==> config.mk <==
export PLATFORM = sky130hd
export DESIGN_NAME = ldi_led_dimmer
export DESIGN_NICKNAME = d
export VERILOG_FILES = /design/src/common/ldi_pkg.sv /design/src/ldi_dim_channel.sv /design/src/ldi_led_dimmer.sv
export SDC_FILE = /design/constraint.sdc
export NUM_CORES = 1
export LEC_CHECK = 0
export ABC_AREA = 1
export BUFFER_PORTS_ARGS = -buffer_cell sky130_fd_sc_hd__clkbuf_2
export CAP_MARGIN = 30
export CORE_UTILIZATION = 62
export DETAILED_ROUTE_END_ITERATION = 6
export PLACE_DENSITY = 0.79
export SYNTH_ARGS = -nofsm -noshare
export SYNTH_HDL_FRONTEND = slang
export SYNTH_SLANG_ARGS = --single-unit
==> constraint.sdc <==
create_clock -name clk -period 3.1 [get_ports clk]
set_input_delay 0.31 -clock clk [delete_from_list [all_inputs] [get_ports clk]]
set_output_delay 0.31 -clock clk [all_outputs]
set_load 0.005 [all_outputs]
==> src/common/ldi_pkg.sv <==
// Shared constants for the LED dimmer target: register map, field layout,
// reset values, selector codes, bus states and dimming timing.
// Assumes a single 250 MHz system clock; no other package is needed.
package ldi_pkg;

    // Register indices carried in the low nibble of the pointer byte
    localparam logic [3:0] REG_PIN_LO   = 4'h0;
    localparam logic [3:0] REG_PIN_HI   = 4'h1;
    localparam logic [3:0] REG_RATE_A   = 4'h2;
    localparam logic [3:0] REG_DUTY_A   = 4'h3;
    localparam logic [3:0] REG_RATE_B   = 4'h4;
    localparam logic [3:0] REG_DUTY_B   = 4'h5;
    localparam logic [3:0] REG_SEL_0_3  = 4'h6;
    localparam logic [3:0] REG_SEL_4_7  = 4'h7;
    localparam logic [3:0] REG_SEL_8_11 = 4'h8;
    localparam logic [3:0] REG_SEL_12_15 = 4'h9;
    localparam logic [3:0] REG_FIRST_RW = 4'h2;
    localparam logic [3:0] REG_LAST     = 4'h9;

    // Pointer byte layout
    localparam int PTR_AUTO_INC_BIT = 4;
    localparam int PTR_INDEX_MSB    = 3;

    // Target address: fixed upper bits, three strap pins below
    localparam logic [3:0] TARGET_ADDR_HI = 4'hc;
    localparam logic       DIR_READ       = 1'b1;
    localparam logic [3:0] BITS_PER_BYTE  = 4'h8;

    // Reset values
    localparam logic [7:0] RATE_RESET = 8'h00;
    localparam logic [7:0] DUTY_RESET = 8'h80;
    localparam logic [7:0] SEL_RESET  = 8'h00;

    // Selector codes, two bits per output
    localparam logic [1:0] SEL_HIZ   = 2'b00;
    localparam logic [1:0] SEL_LOW   = 2'b01;
    localparam logic [1:0] SEL_DIM_A = 2'b10;
    localparam int         LED_COUNT = 16;

    // Synchroniser vector layout
    localparam int          SYNC_W     = 22;
    localparam int          SYNC_SCL   = 21;
    localparam int          SYNC_SDA   = 20;
    localparam int          SYNC_RSTN  = 19;
    localparam int          SYNC_ADDR_SELECT_2  = 18;
    localparam int          SYNC_ADDR_SELECT_0  = 16;
    localparam logic [21:0] SYNC_RESET = 22'h380000;

    // Dimming timing: period = (rate + 1) / 160 s, 256 phase steps per period
    localparam int          CLK_HZ          = 250_000_000;
    localparam int          DIM_PERIOD_DIV  = 160;
    localparam int          DIM_STEPS       = 256;
    localparam int          DIM_TICK_HZ     = DIM_PERIOD_DIV * DIM_STEPS;
    localparam int          DIM_TICK_CYCLES = CLK_HZ / DIM_TICK_HZ;
    localparam logic [7:0]  PHASE_LAST      = 8'(DIM_STEPS - 1);

    // Bus protocol states
    typedef enum logic [2:0] {
        ST_IDLE  = 3'b000,
        ST_ADDR  = 3'b001,
        ST_WRITE = 3'b010,
        ST_ACK   = 3'b011,
        ST_READ  = 3'b100,
        ST_RACK  = 3'b101
    } ldi_state_t;

endpackage

==> src/ldi_dim_channel.sv <==
// One dimming channel: prescaled phase counter and duty compare.
// Assumes a one-cycle tick at 256 * 160 Hz from the parent.
`timescale 1ns/10ps
module ldi_dim_channel (
    input  wire logic       clk,
    input  wire logic       rst,
    input  wire logic       tick,
    input  wire logic [7:0] rateDiv,
    input  wire logic [7:0] dutyLevel,
    output logic            dimOn
);

    logic [7:0] rateLat_q;
    logic [7:0] dutyLat_q;
    logic [7:0] preCnt_q;
    logic [7:0] phase_q;

    // Phase advances every rate+1 ticks, 256 steps make one period
    always_ff @(posedge clk) begin
        if (rst) begin
            rateLat_q <= ldi_pkg::RATE_RESET;
            dutyLat_q <= ldi_pkg::DUTY_RESET;
            preCnt_q  <= 8'h00;
            phase_q   <= 8'h00;
        end else if (tick) begin
            if (preCnt_q == rateLat_q) begin
                preCnt_q <= 8'h00;
                phase_q  <= phase_q + 8'h01;
                // New settings only at the period boundary, so no runt pulse
                if (phase_q == ldi_pkg::PHASE_LAST) begin
                    rateLat_q <= rateDiv;
                    dutyLat_q <= dutyLevel;
                end
            end else begin
                preCnt_q <= preCnt_q + 8'h01;
            end
        end
    end

    // On for duty/256 of the period
    always_ff @(posedge clk) begin
        if (rst) begin
            dimOn <= 1'b0;
        end else begin
            dimOn <= (phase_q < dutyLat_q);
        end
    end

endmodule // ldi_dim_channel

==> src/ldi_led_dimmer.sv <==
// Sixteen-output LED switch with two dimming channels behind an I2C target.
// Assumes scl/sda and all pins arrive asynchronously; the board resolves the
// open-drain wires from the enables. Clock is 250 MHz, reset synchronous high.
`timescale 1ns/10ps
module ldi_led_dimmer #(
    parameter int unsigned TICK_CYCLES = ldi_pkg::DIM_TICK_CYCLES
) (
    input  wire logic        clk,
    input  wire logic        rst,
    input  wire logic        rstN,
    input  wire logic        scl,
    input  wire logic        sdaIn,
    output logic             sdaOut,
    output logic             sdaOe,
    input  wire logic        addrSelect0,
    input  wire logic        addrSelect1,
    input  wire logic        addrSelect2,
    input  wire logic [15:0] ledIn,
    output logic      [15:0] ledOut,
    output logic      [15:0] ledOe
);

    logic [ldi_pkg::SYNC_W-1:0] syncA_q;
    logic [ldi_pkg::SYNC_W-1:0] syncB_q;
    logic                       sclS;
    logic                       sdaS;
    logic                       localReset;
    logic [2:0]                 addrS;
    logic [15:0]                ledS;
    logic                       sclPrev_q;
    logic                       sdaPrev_q;
    logic                       sclRise;
    logic                       sclFall;
    logic                       startCond;
    logic                       stopCond;
    logic                       byteEnd;
    ldi_pkg::ldi_state_t        state_q;
    logic [3:0]                 bitCnt_q;
    logic [7:0]                 rxShift_q;
    logic [7:0]                 txShift_q;
    logic                       readDir_q;
    logic                       ptrLoaded_q;
    logic [3:0]                 regPtr_q;
    logic                       autoInc_q;
    logic                       sdaOe_q;
    logic                       sdaOut_q;
    logic [7:0]                 regFile_q [ldi_pkg::REG_FIRST_RW:ldi_pkg::REG_LAST];
    logic                       ptrWritable;
    logic                       addrMatch;
    logic                       wrStrobe;
    logic [7:0]                 readData;
    logic [3:0]                 nextWrPtr;
    logic [3:0]                 nextRdPtr;
    logic [15:0]                tickCnt_q;
    logic                       dimTick_q;
    logic                       dimA;
    logic                       dimB;
    logic [31:0]                selAll;
    logic [15:0]                ledOe_q;
    logic [15:0]                ledOut_q;

    // Two-flop synchronisers for every pin; only stage B is looked at
    always_ff @(posedge clk) begin
        if (rst) begin
            syncA_q <= ldi_pkg::SYNC_RESET;
            syncB_q <= ldi_pkg::SYNC_RESET;
        end else begin
            syncA_q <= {scl, sdaIn, rstN, addrSelect2, addrSelect1, addrSelect0, ledIn};
            syncB_q <= syncA_q;
        end
    end

    assign sclS  = syncB_q[ldi_pkg::SYNC_SCL];
    assign sdaS  = syncB_q[ldi_pkg::SYNC_SDA];
    assign addrS = syncB_q[ldi_pkg::SYNC_ADDR_SELECT_2:ldi_pkg::SYNC_ADDR_SELECT_0];
    assign ledS  = syncB_q[15:0];

    // Pin reset holds everything but the synchronisers at defaults while low
    assign localReset = rst | ~syncB_q[ldi_pkg::SYNC_RSTN];

    // Previous bus levels for edge and condition detection
    always_ff @(posedge clk) begin
        if (localReset) begin
            sclPrev_q <= 1'b1;
            sdaPrev_q <= 1'b1;
        end else begin
            sclPrev_q <= sclS;
            sdaPrev_q <= sdaS;
        end
    end

    // Bus events; sda moving while scl high is a condition, never data
    assign sclRise   = sclS & ~sclPrev_q;
    assign sclFall   = ~sclS & sclPrev_q;
    assign startCond = sclS & sclPrev_q & sdaPrev_q & ~sdaS;
    assign stopCond  = sclS & sclPrev_q & ~sdaPrev_q & sdaS;
    assign byteEnd   = sclFall & (bitCnt_q == ldi_pkg::BITS_PER_BYTE);

    // Address compare: fixed upper bits, strap pins below, then direction
    assign addrMatch = (rxShift_q[7:1] == {ldi_pkg::TARGET_ADDR_HI, addrS});

    assign ptrWritable = (regPtr_q >= ldi_pkg::REG_FIRST_RW) && (regPtr_q <= ldi_pkg::REG_LAST);

    // Wrap points differ: writes skip the read-only pair
    assign nextWrPtr = (regPtr_q >= ldi_pkg::REG_LAST) ? ldi_pkg::REG_FIRST_RW
                                                       : regPtr_q + 4'h1;
    assign nextRdPtr = (regPtr_q >= ldi_pkg::REG_LAST) ? ldi_pkg::REG_PIN_LO
                                                       : regPtr_q + 4'h1;

    // Data byte lands at the scl fall after the eighth bit, as the ack starts; pointer byte is never written as data
    assign wrStrobe = (state_q == ldi_pkg::ST_WRITE) & byteEnd & ptrLoaded_q & ptrWritable;

    // Read mux: live pin levels for the two status registers
    always_comb begin
        case (regPtr_q)
            ldi_pkg::REG_PIN_LO: readData = ledS[7:0];
            ldi_pkg::REG_PIN_HI: readData = ledS[15:8];
            default: begin
                if (ptrWritable) begin
                    readData = regFile_q[regPtr_q];
                end else begin
                    readData = 8'h00;
                end
            end
        endcase
    end

    // Bus protocol engine: samples on scl rise, moves sda only after scl fall
    always_ff @(posedge clk) begin
        if (localReset) begin
            state_q     <= ldi_pkg::ST_IDLE;
            bitCnt_q    <= 4'h0;
            rxShift_q   <= 8'h00;
            txShift_q   <= 8'h00;
            readDir_q   <= 1'b0;
            ptrLoaded_q <= 1'b0;
            regPtr_q    <= 4'h0;
            autoInc_q   <= 1'b0;
            sdaOe_q     <= 1'b0;
        end else if (stopCond) begin
            state_q <= ldi_pkg::ST_IDLE;
            sdaOe_q <= 1'b0;
        end else if (startCond) begin
            // A repeated start restarts addressing; the pointer survives
            state_q     <= ldi_pkg::ST_ADDR;
            bitCnt_q    <= 4'h0;
            ptrLoaded_q <= 1'b0;
            sdaOe_q     <= 1'b0;
        end else begin
            case (state_q)
                ldi_pkg::ST_IDLE: begin
                    sdaOe_q <= 1'b0;
                end
                ldi_pkg::ST_ADDR, ldi_pkg::ST_WRITE: begin
                    if (sclRise && (bitCnt_q != ldi_pkg::BITS_PER_BYTE)) begin
                        rxShift_q <= {rxShift_q[6:0], sdaS};
                        bitCnt_q  <= bitCnt_q + 4'h1;
                    end else if (byteEnd) begin
                        bitCnt_q <= 4'h0;
                        if (state_q == ldi_pkg::ST_ADDR) begin
                            if (addrMatch) begin
                                readDir_q <= rxShift_q[0];
                                sdaOe_q   <= 1'b1;
                                state_q   <= ldi_pkg::ST_ACK;
                            end else begin
                                state_q <= ldi_pkg::ST_IDLE;
                            end
                        end else begin
                            // Every written byte is acknowledged, even if dropped
                            sdaOe_q <= 1'b1;
                            state_q <= ldi_pkg::ST_ACK;
                            if (!ptrLoaded_q) begin
                                regPtr_q    <= rxShift_q[ldi_pkg::PTR_INDEX_MSB:0];
                                autoInc_q   <= rxShift_q[ldi_pkg::PTR_AUTO_INC_BIT];
                                ptrLoaded_q <= 1'b1;
                            end else if (autoInc_q) begin
                                regPtr_q <= nextWrPtr;
                            end
                            // Without increment the pointer stays put
                        end
                    end
                end
                ldi_pkg::ST_ACK, ldi_pkg::ST_RACK: begin
                    if ((state_q == ldi_pkg::ST_RACK) && sclRise && sdaS) begin
                        // Master declined more data; wait for stop or start
                        state_q <= ldi_pkg::ST_IDLE;
                    end else if (sclFall) begin
                        if (readDir_q == ldi_pkg::DIR_READ) begin
                            txShift_q <= {readData[6:0], 1'b0};
                            sdaOe_q   <= ~readData[7];
                            bitCnt_q  <= 4'h0;
                            state_q   <= ldi_pkg::ST_READ;
                            if (autoInc_q) begin
                                regPtr_q <= nextRdPtr;
                            end
                        end else begin
                            sdaOe_q <= 1'b0;
                            state_q <= ldi_pkg::ST_WRITE;
                        end
                    end
                end
                ldi_pkg::ST_READ: begin
                    if (sclRise) begin
                        bitCnt_q <= bitCnt_q + 4'h1;
                    end else if (sclFall) begin
                        if (bitCnt_q == ldi_pkg::BITS_PER_BYTE) begin
                            // Release for the master's acknowledge
                            sdaOe_q <= 1'b0;
                            state_q <= ldi_pkg::ST_RACK;
                        end else begin
                            sdaOe_q   <= ~txShift_q[7];
                            txShift_q <= {txShift_q[6:0], 1'b0};
                        end
                    end
                end
                default: begin
                    state_q <= ldi_pkg::ST_IDLE;
                    sdaOe_q <= 1'b0;
                end
            endcase
        end
    end

    // Writable registers; the read-only pair has no storage at all
    always_ff @(posedge clk) begin
        if (localReset) begin
            regFile_q[ldi_pkg::REG_RATE_A]    <= ldi_pkg::RATE_RESET;
            regFile_q[ldi_pkg::REG_DUTY_A]    <= ldi_pkg::DUTY_RESET;
            regFile_q[ldi_pkg::REG_RATE_B]    <= ldi_pkg::RATE_RESET;
            regFile_q[ldi_pkg::REG_DUTY_B]    <= ldi_pkg::DUTY_RESET;
            regFile_q[ldi_pkg::REG_SEL_0_3]   <= ldi_pkg::SEL_RESET;
            regFile_q[ldi_pkg::REG_SEL_4_7]   <= ldi_pkg::SEL_RESET;
            regFile_q[ldi_pkg::REG_SEL_8_11]  <= ldi_pkg::SEL_RESET;
            regFile_q[ldi_pkg::REG_SEL_12_15] <= ldi_pkg::SEL_RESET;
        end else if (wrStrobe) begin
            regFile_q[regPtr_q] <= rxShift_q;
        end
    end

    // Base tick at 256 * 160 Hz shared by both channels
    always_ff @(posedge clk) begin
        if (localReset) begin
            tickCnt_q <= 16'h0000;
            dimTick_q <= 1'b0;
        end else if (tickCnt_q == 16'(TICK_CYCLES - 1)) begin
            tickCnt_q <= 16'h0000;
            dimTick_q <= 1'b1;
        end else begin
            tickCnt_q <= tickCnt_q + 16'h0001;
            dimTick_q <= 1'b0;
        end
    end

    // Channel a from the first rate/duty pair
    ldi_dim_channel u_dimA (
        .clk       (clk),
        .rst       (localReset),
        .tick      (dimTick_q),
        .rateDiv   (regFile_q[ldi_pkg::REG_RATE_A]),
        .dutyLevel (regFile_q[ldi_pkg::REG_DUTY_A]),
        .dimOn     (dimA)
    );

    // Channel b from the second rate/duty pair
    ldi_dim_channel u_dimB (
        .clk       (clk),
        .rst       (localReset),
        .tick      (dimTick_q),
        .rateDiv   (regFile_q[ldi_pkg::REG_RATE_B]),
        .dutyLevel (regFile_q[ldi_pkg::REG_DUTY_B]),
        .dimOn     (dimB)
    );

    // Two selector bits per output, outputs 0-15 from low to high
    assign selAll = {regFile_q[ldi_pkg::REG_SEL_12_15], regFile_q[ldi_pkg::REG_SEL_8_11],
                     regFile_q[ldi_pkg::REG_SEL_4_7], regFile_q[ldi_pkg::REG_SEL_0_3]};

    // Output enables: enable means the switch sinks current, LED on
    always_ff @(posedge clk) begin
        if (localReset) begin
            ledOe_q <= 16'h0000;
        end else begin
            for (int i = 0; i < ldi_pkg::LED_COUNT; i++) begin
                case (selAll[2*i +: 2])
                    ldi_pkg::SEL_HIZ:   ledOe_q[i] <= 1'b0;
                    ldi_pkg::SEL_LOW:   ledOe_q[i] <= 1'b1;
                    ldi_pkg::SEL_DIM_A: ledOe_q[i] <= dimA;
                    default:            ledOe_q[i] <= dimB;
                endcase
            end
        end
    end

    // Open-drain drivers only ever pull low; kept as flops for clean outputs
    always_ff @(posedge clk) begin
        if (localReset) begin
            ledOut_q <= 16'h0000;
            sdaOut_q <= 1'b0;
        end else begin
            ledOut_q <= 16'h0000;
            sdaOut_q <= 1'b0;
        end
    end

    assign sdaOut = sdaOut_q;
    assign sdaOe  = sdaOe_q;
    assign ledOut = ledOut_q;
    assign ledOe  = ledOe_q;

endmodule // ldi_led_dimmer
==> results.sh <==
export IMPL_status="complete, no violations"
export IMPL_yosysTopAreaCellShare_pct=28.27
export IMPL_grt_max_degree=70
export IMPL_path_max_fanout=9
export IMPL_cpLargestDelayFamily="simple AND/OR/NAND/NOR gates"
export IMPL_first_pass_iters=5
export IMPL_cts_tree="built"
export IMPL_drv_cap=0
export IMPL_synth_edf_count=128
export IMPL_switching_share_pct=30.08
export IMPL_vias=10770
export IMPL_area_delta_synth_final_pct=13.58
export IMPL_cp_arrival_ns=3.10
export IMPL_pwr_share_seq_pct=42.7
export IMPL_ys_top_cells_by_count="nand2_1 (317), nor2_1 (192), nand3_1 (190)"
export IMPL_root_buffer="clkbuf_16"
export IMPL_yosysMostFrequentCell="nand2_1"
export IMPL_tightestPinTransition_ns=0.7595
export IMPL_yosysTopAreaCell="edfxtp_1"
export IMPL_routed_wl_um=30250
export IMPL_p_sw_mw=3.204
export IMPL_core_um2=21290
export IMPL_initial_core_util_pct=63.86
export IMPL_die_area_um2=22520
export IMPL_p_leak_nw=6.186
export IMPL_drtIter0Drc=763
export IMPL_ys_seq_elements=307
export IMPL_max_freq_mhz=344.6
export IMPL_dieWidth_um=150.1
export IMPL_gr_total_overflow=0
export IMPL_synth_area_leaders="edfxtp_1 (28%), dfxtp_1 (26%), nand2_1 (8.8%)"
export IMPL_irDropWorstVdd_uv=504.4
export IMPL_nets=1726
export IMPL_crit_buf_inv=3
export IMPL_maxSlewHeadroom_pct=49.05
export IMPL_post_cts_resized=0
export IMPL_comb_power_share_pct=20.7
export IMPL_antenna_found_initial=0
export IMPL_finalHoldViolCount=0
export IMPL_slew_violations=0
export IMPL_clkSinkCount=307
export IMPL_rsz0062_at_grt="false"
export IMPL_avgRoutedWirePerCell_um=15.32
export IMPL_crit_slowest_cell="nor4_4"
export IMPL_synthArstFlopShare_pct=0
export IMPL_fin_skew_ns=0.01562
export IMPL_p_int_mw=7.447
export IMPL_ctsHoldBuffers=22
export IMPL_clock_latency_ns=0.56
export IMPL_critPathLaunchType="flip-flop"
export IMPL_ys_seq_area_share_pct=54.63
export IMPL_dp_hpwl_um=20060
export IMPL_setup_tns_ns=0
export IMPL_crit_path_max_incr_delay_ns=0.54
export IMPL_cts_buffer_depth=3
export IMPL_required_ns=3.30
export IMPL_clk_pin_slew_worst_paths_ns=0.07
export IMPL_synth_cells=1586
export IMPL_numCtsBuffers=30
export IMPL_fillerInstances=1579
export IMPL_synth_flop_cell="dfxtp_1"
export IMPL_gp_congestion=0.8968
export IMPL_dp_slack_ns=0.2982
export IMPL_syn_area_um2=13590
export IMPL_endpoint_kind="flip-flop"
export IMPL_drive_above_1_share_pct=9.300
export IMPL_cellPowerDensity_nw_per_um2=689.8
export IMPL_setup_viol=0
export IMPL_setup_slack_ns=0.1979
export IMPL_grt_pass1_wl_um=48440
export IMPL_power_share_clock_pct=36.6
export IMPL_syn_area_per_cell_um2=8.571
export IMPL_ioPinCount=58
export IMPL_port_buffer_count=40
export IMPL_min_path_type="input pin to flip-flop"
export IMPL_fp_row_count=53
export IMPL_viasPerCell=5.458
export IMPL_period_needed_ns=2.902
export IMPL_grtUsageTotal_pct=27.46
export IMPL_synth_cell_types=44
export IMPL_yosysWarnings=0
export IMPL_die_y_um=150.1
export IMPL_crit_type="flip-flop to flip-flop"
export IMPL_finalCritPeriodShare_pct=93.62
export IMPL_post_cts_buffers=0
export IMPL_grt_pass1_vias=9987
export IMPL_drc_errors=0
export IMPL_ant_nets=0
export IMPL_n_antenna_cell=0
export IMPL_htreeDepth=1
export IMPL_crit_chain="inv_1, ha_1, inv_1, nand3_1, nand2_1, nor4_4, buf_4, nand3_2, nand2_1"
export IMPL_holdWs_ns=0.1495
==> tightest hold or removal path, delay by kind of cell <==
family / cells / cell delay (ns)
simple gates: 1 / 0.14
buf+inv: 2 / 0.13
compound gates: 1 / 0.08
==> worst paths after layout <==
kind	start	endpoint	slack, ns	cells after the start
worst max register to register	regPtr_q[0]	regFile_q[7][7]	0.20	9
worst max-delay path	regPtr_q[0]	regFile_q[7][7]	0.20	9
worst min-delay path	rst	autoInc_q	0.15	4
worst min register to register	syncA_q[5]	syncB_q[5]	0.40	2
==> cell usage in the layout, fill, tap and decap left out, types with 11 or more instances in the layout <==
| master | synthesis | layout |
|---|---|---|
| a311oi_1 | 17 | 17 |
| inv_1 | 157 | 159 |
| buf_4 | 17 | 23 |
| dlygate4sd3_1 | 0 | 22 |
| conb_1 | 1 | 49 |
| edfxtp_1 | 128 | 128 |
| o21ai_0 | 41 | 41 |
| nor3_1 | 25 | 25 |
| nand4_1 | 22 | 22 |
| dfxtp_1 | 179 | 178 |
| xor2_1 | 13 | 13 |
| ha_1 | 27 | 27 |
| clkbuf_16 | 0 | 36 |
| xnor2_1 | 11 | 11 |
| a21oi_1 | 103 | 103 |
| nand2_1 | 317 | 317 |
| or2_2 | 13 | 13 |
| nor2_1 | 192 | 192 |
| clkbuf_2 | 0 | 41 |
| nand3_1 | 190 | 190 |
| a31oi_1 | 11 | 11 |
==> final cells by class <==
type | count | area [µm²] | area share (%)
Clock buffer | 44 | 955.9 | 6.191
Clock inverter | 12 | 138.9 | 0.8995
Inverter | 170 | 638.1 | 4.133
Multi-Input combinational cell | 1080 | 5321 | 34.47
Sequential cell | 307 | 7428 | 48.11
Tap cell | 275 | 344.1 | 2.229
Timing Repair Buffer | 86 | 613.1 | 3.971
==> metrics by stage <==
step | std cells | util [%] | total power [mW] | cell area, µm²
floorplan | 1634 | - | 6.201 | 13770
global placement | 1896 | 66.36 | 6.717 | 14120
detailed placement | 1896 | 66.36 | 6.758 | 14120
CTS | 1974 | 72.53 | 10.64 | 15440
global route | 1974 | 72.53 | 11.14 | 15440
finish | 1974 | 72.53 | 10.65 | 15440
==> flip-flops by register name (all words and copies together), names as in the netlist, 3 cells and up, named ones only <==
register / count
u_dimA.rateLat_q: 8
u_dimA.preCnt_q: 8
u_dimB.rateLat_q: 8
u_dimA.phase_q: 8
tickCnt_q: 16
syncB_q: 22
u_dimA.dutyLat_q: 8
rxShift_q: 8
regPtr_q: 4
bitCnt_q: 4
syncA_q: 22
ledOe: 16
state_q: 3
txShift_q: 7
regFile_q: 128
u_dimB.dutyLat_q: 8
u_dimB.preCnt_q: 8
u_dimB.phase_q: 8
==> routing by layer <==
layer | share of wire [%] | up-vias | wire length (µm) | track usage, %
met2 | 48 | 407 | 14650 | 48.17
li1 | - | 5386 | - | -
met5 | 0 | - | 0 | 0
met3 | 7.3 | 61 | 2206 | 3.872
met4 | 3.1 | 0 | 926 | 9.596
met1 | 41 | 4920 | 12460 | 34.55
==> power by group through the flow <==
stage / clock network (mW) / registers [mW] / logic (mW)
after floorplan: 0 / 4.58 / 1.62
after global routing: 4.11 / 4.57 / 2.46
after CTS: 3.93 / 4.55 / 2.16
final: 3.90 / 4.55 / 2.20
after detailed placement: 0 / 4.64 / 2.12
after global placement: 0 / 4.63 / 2.09
==> kinds of logic after synthesis <==
group	count (synthesis)	synth area share (%)
AO/OA/AOI/OAI	186	7.685
buffers and inverters	247	7.547
other	1	0.02759
XOR/XNOR	24	1.546
flip-flops	307	54.63
AND/OR/NAND/NOR	794	26.07
adder cells (fa/ha/maj)	27	2.485
Note: power is estimated with default switching activity, not from simulation.
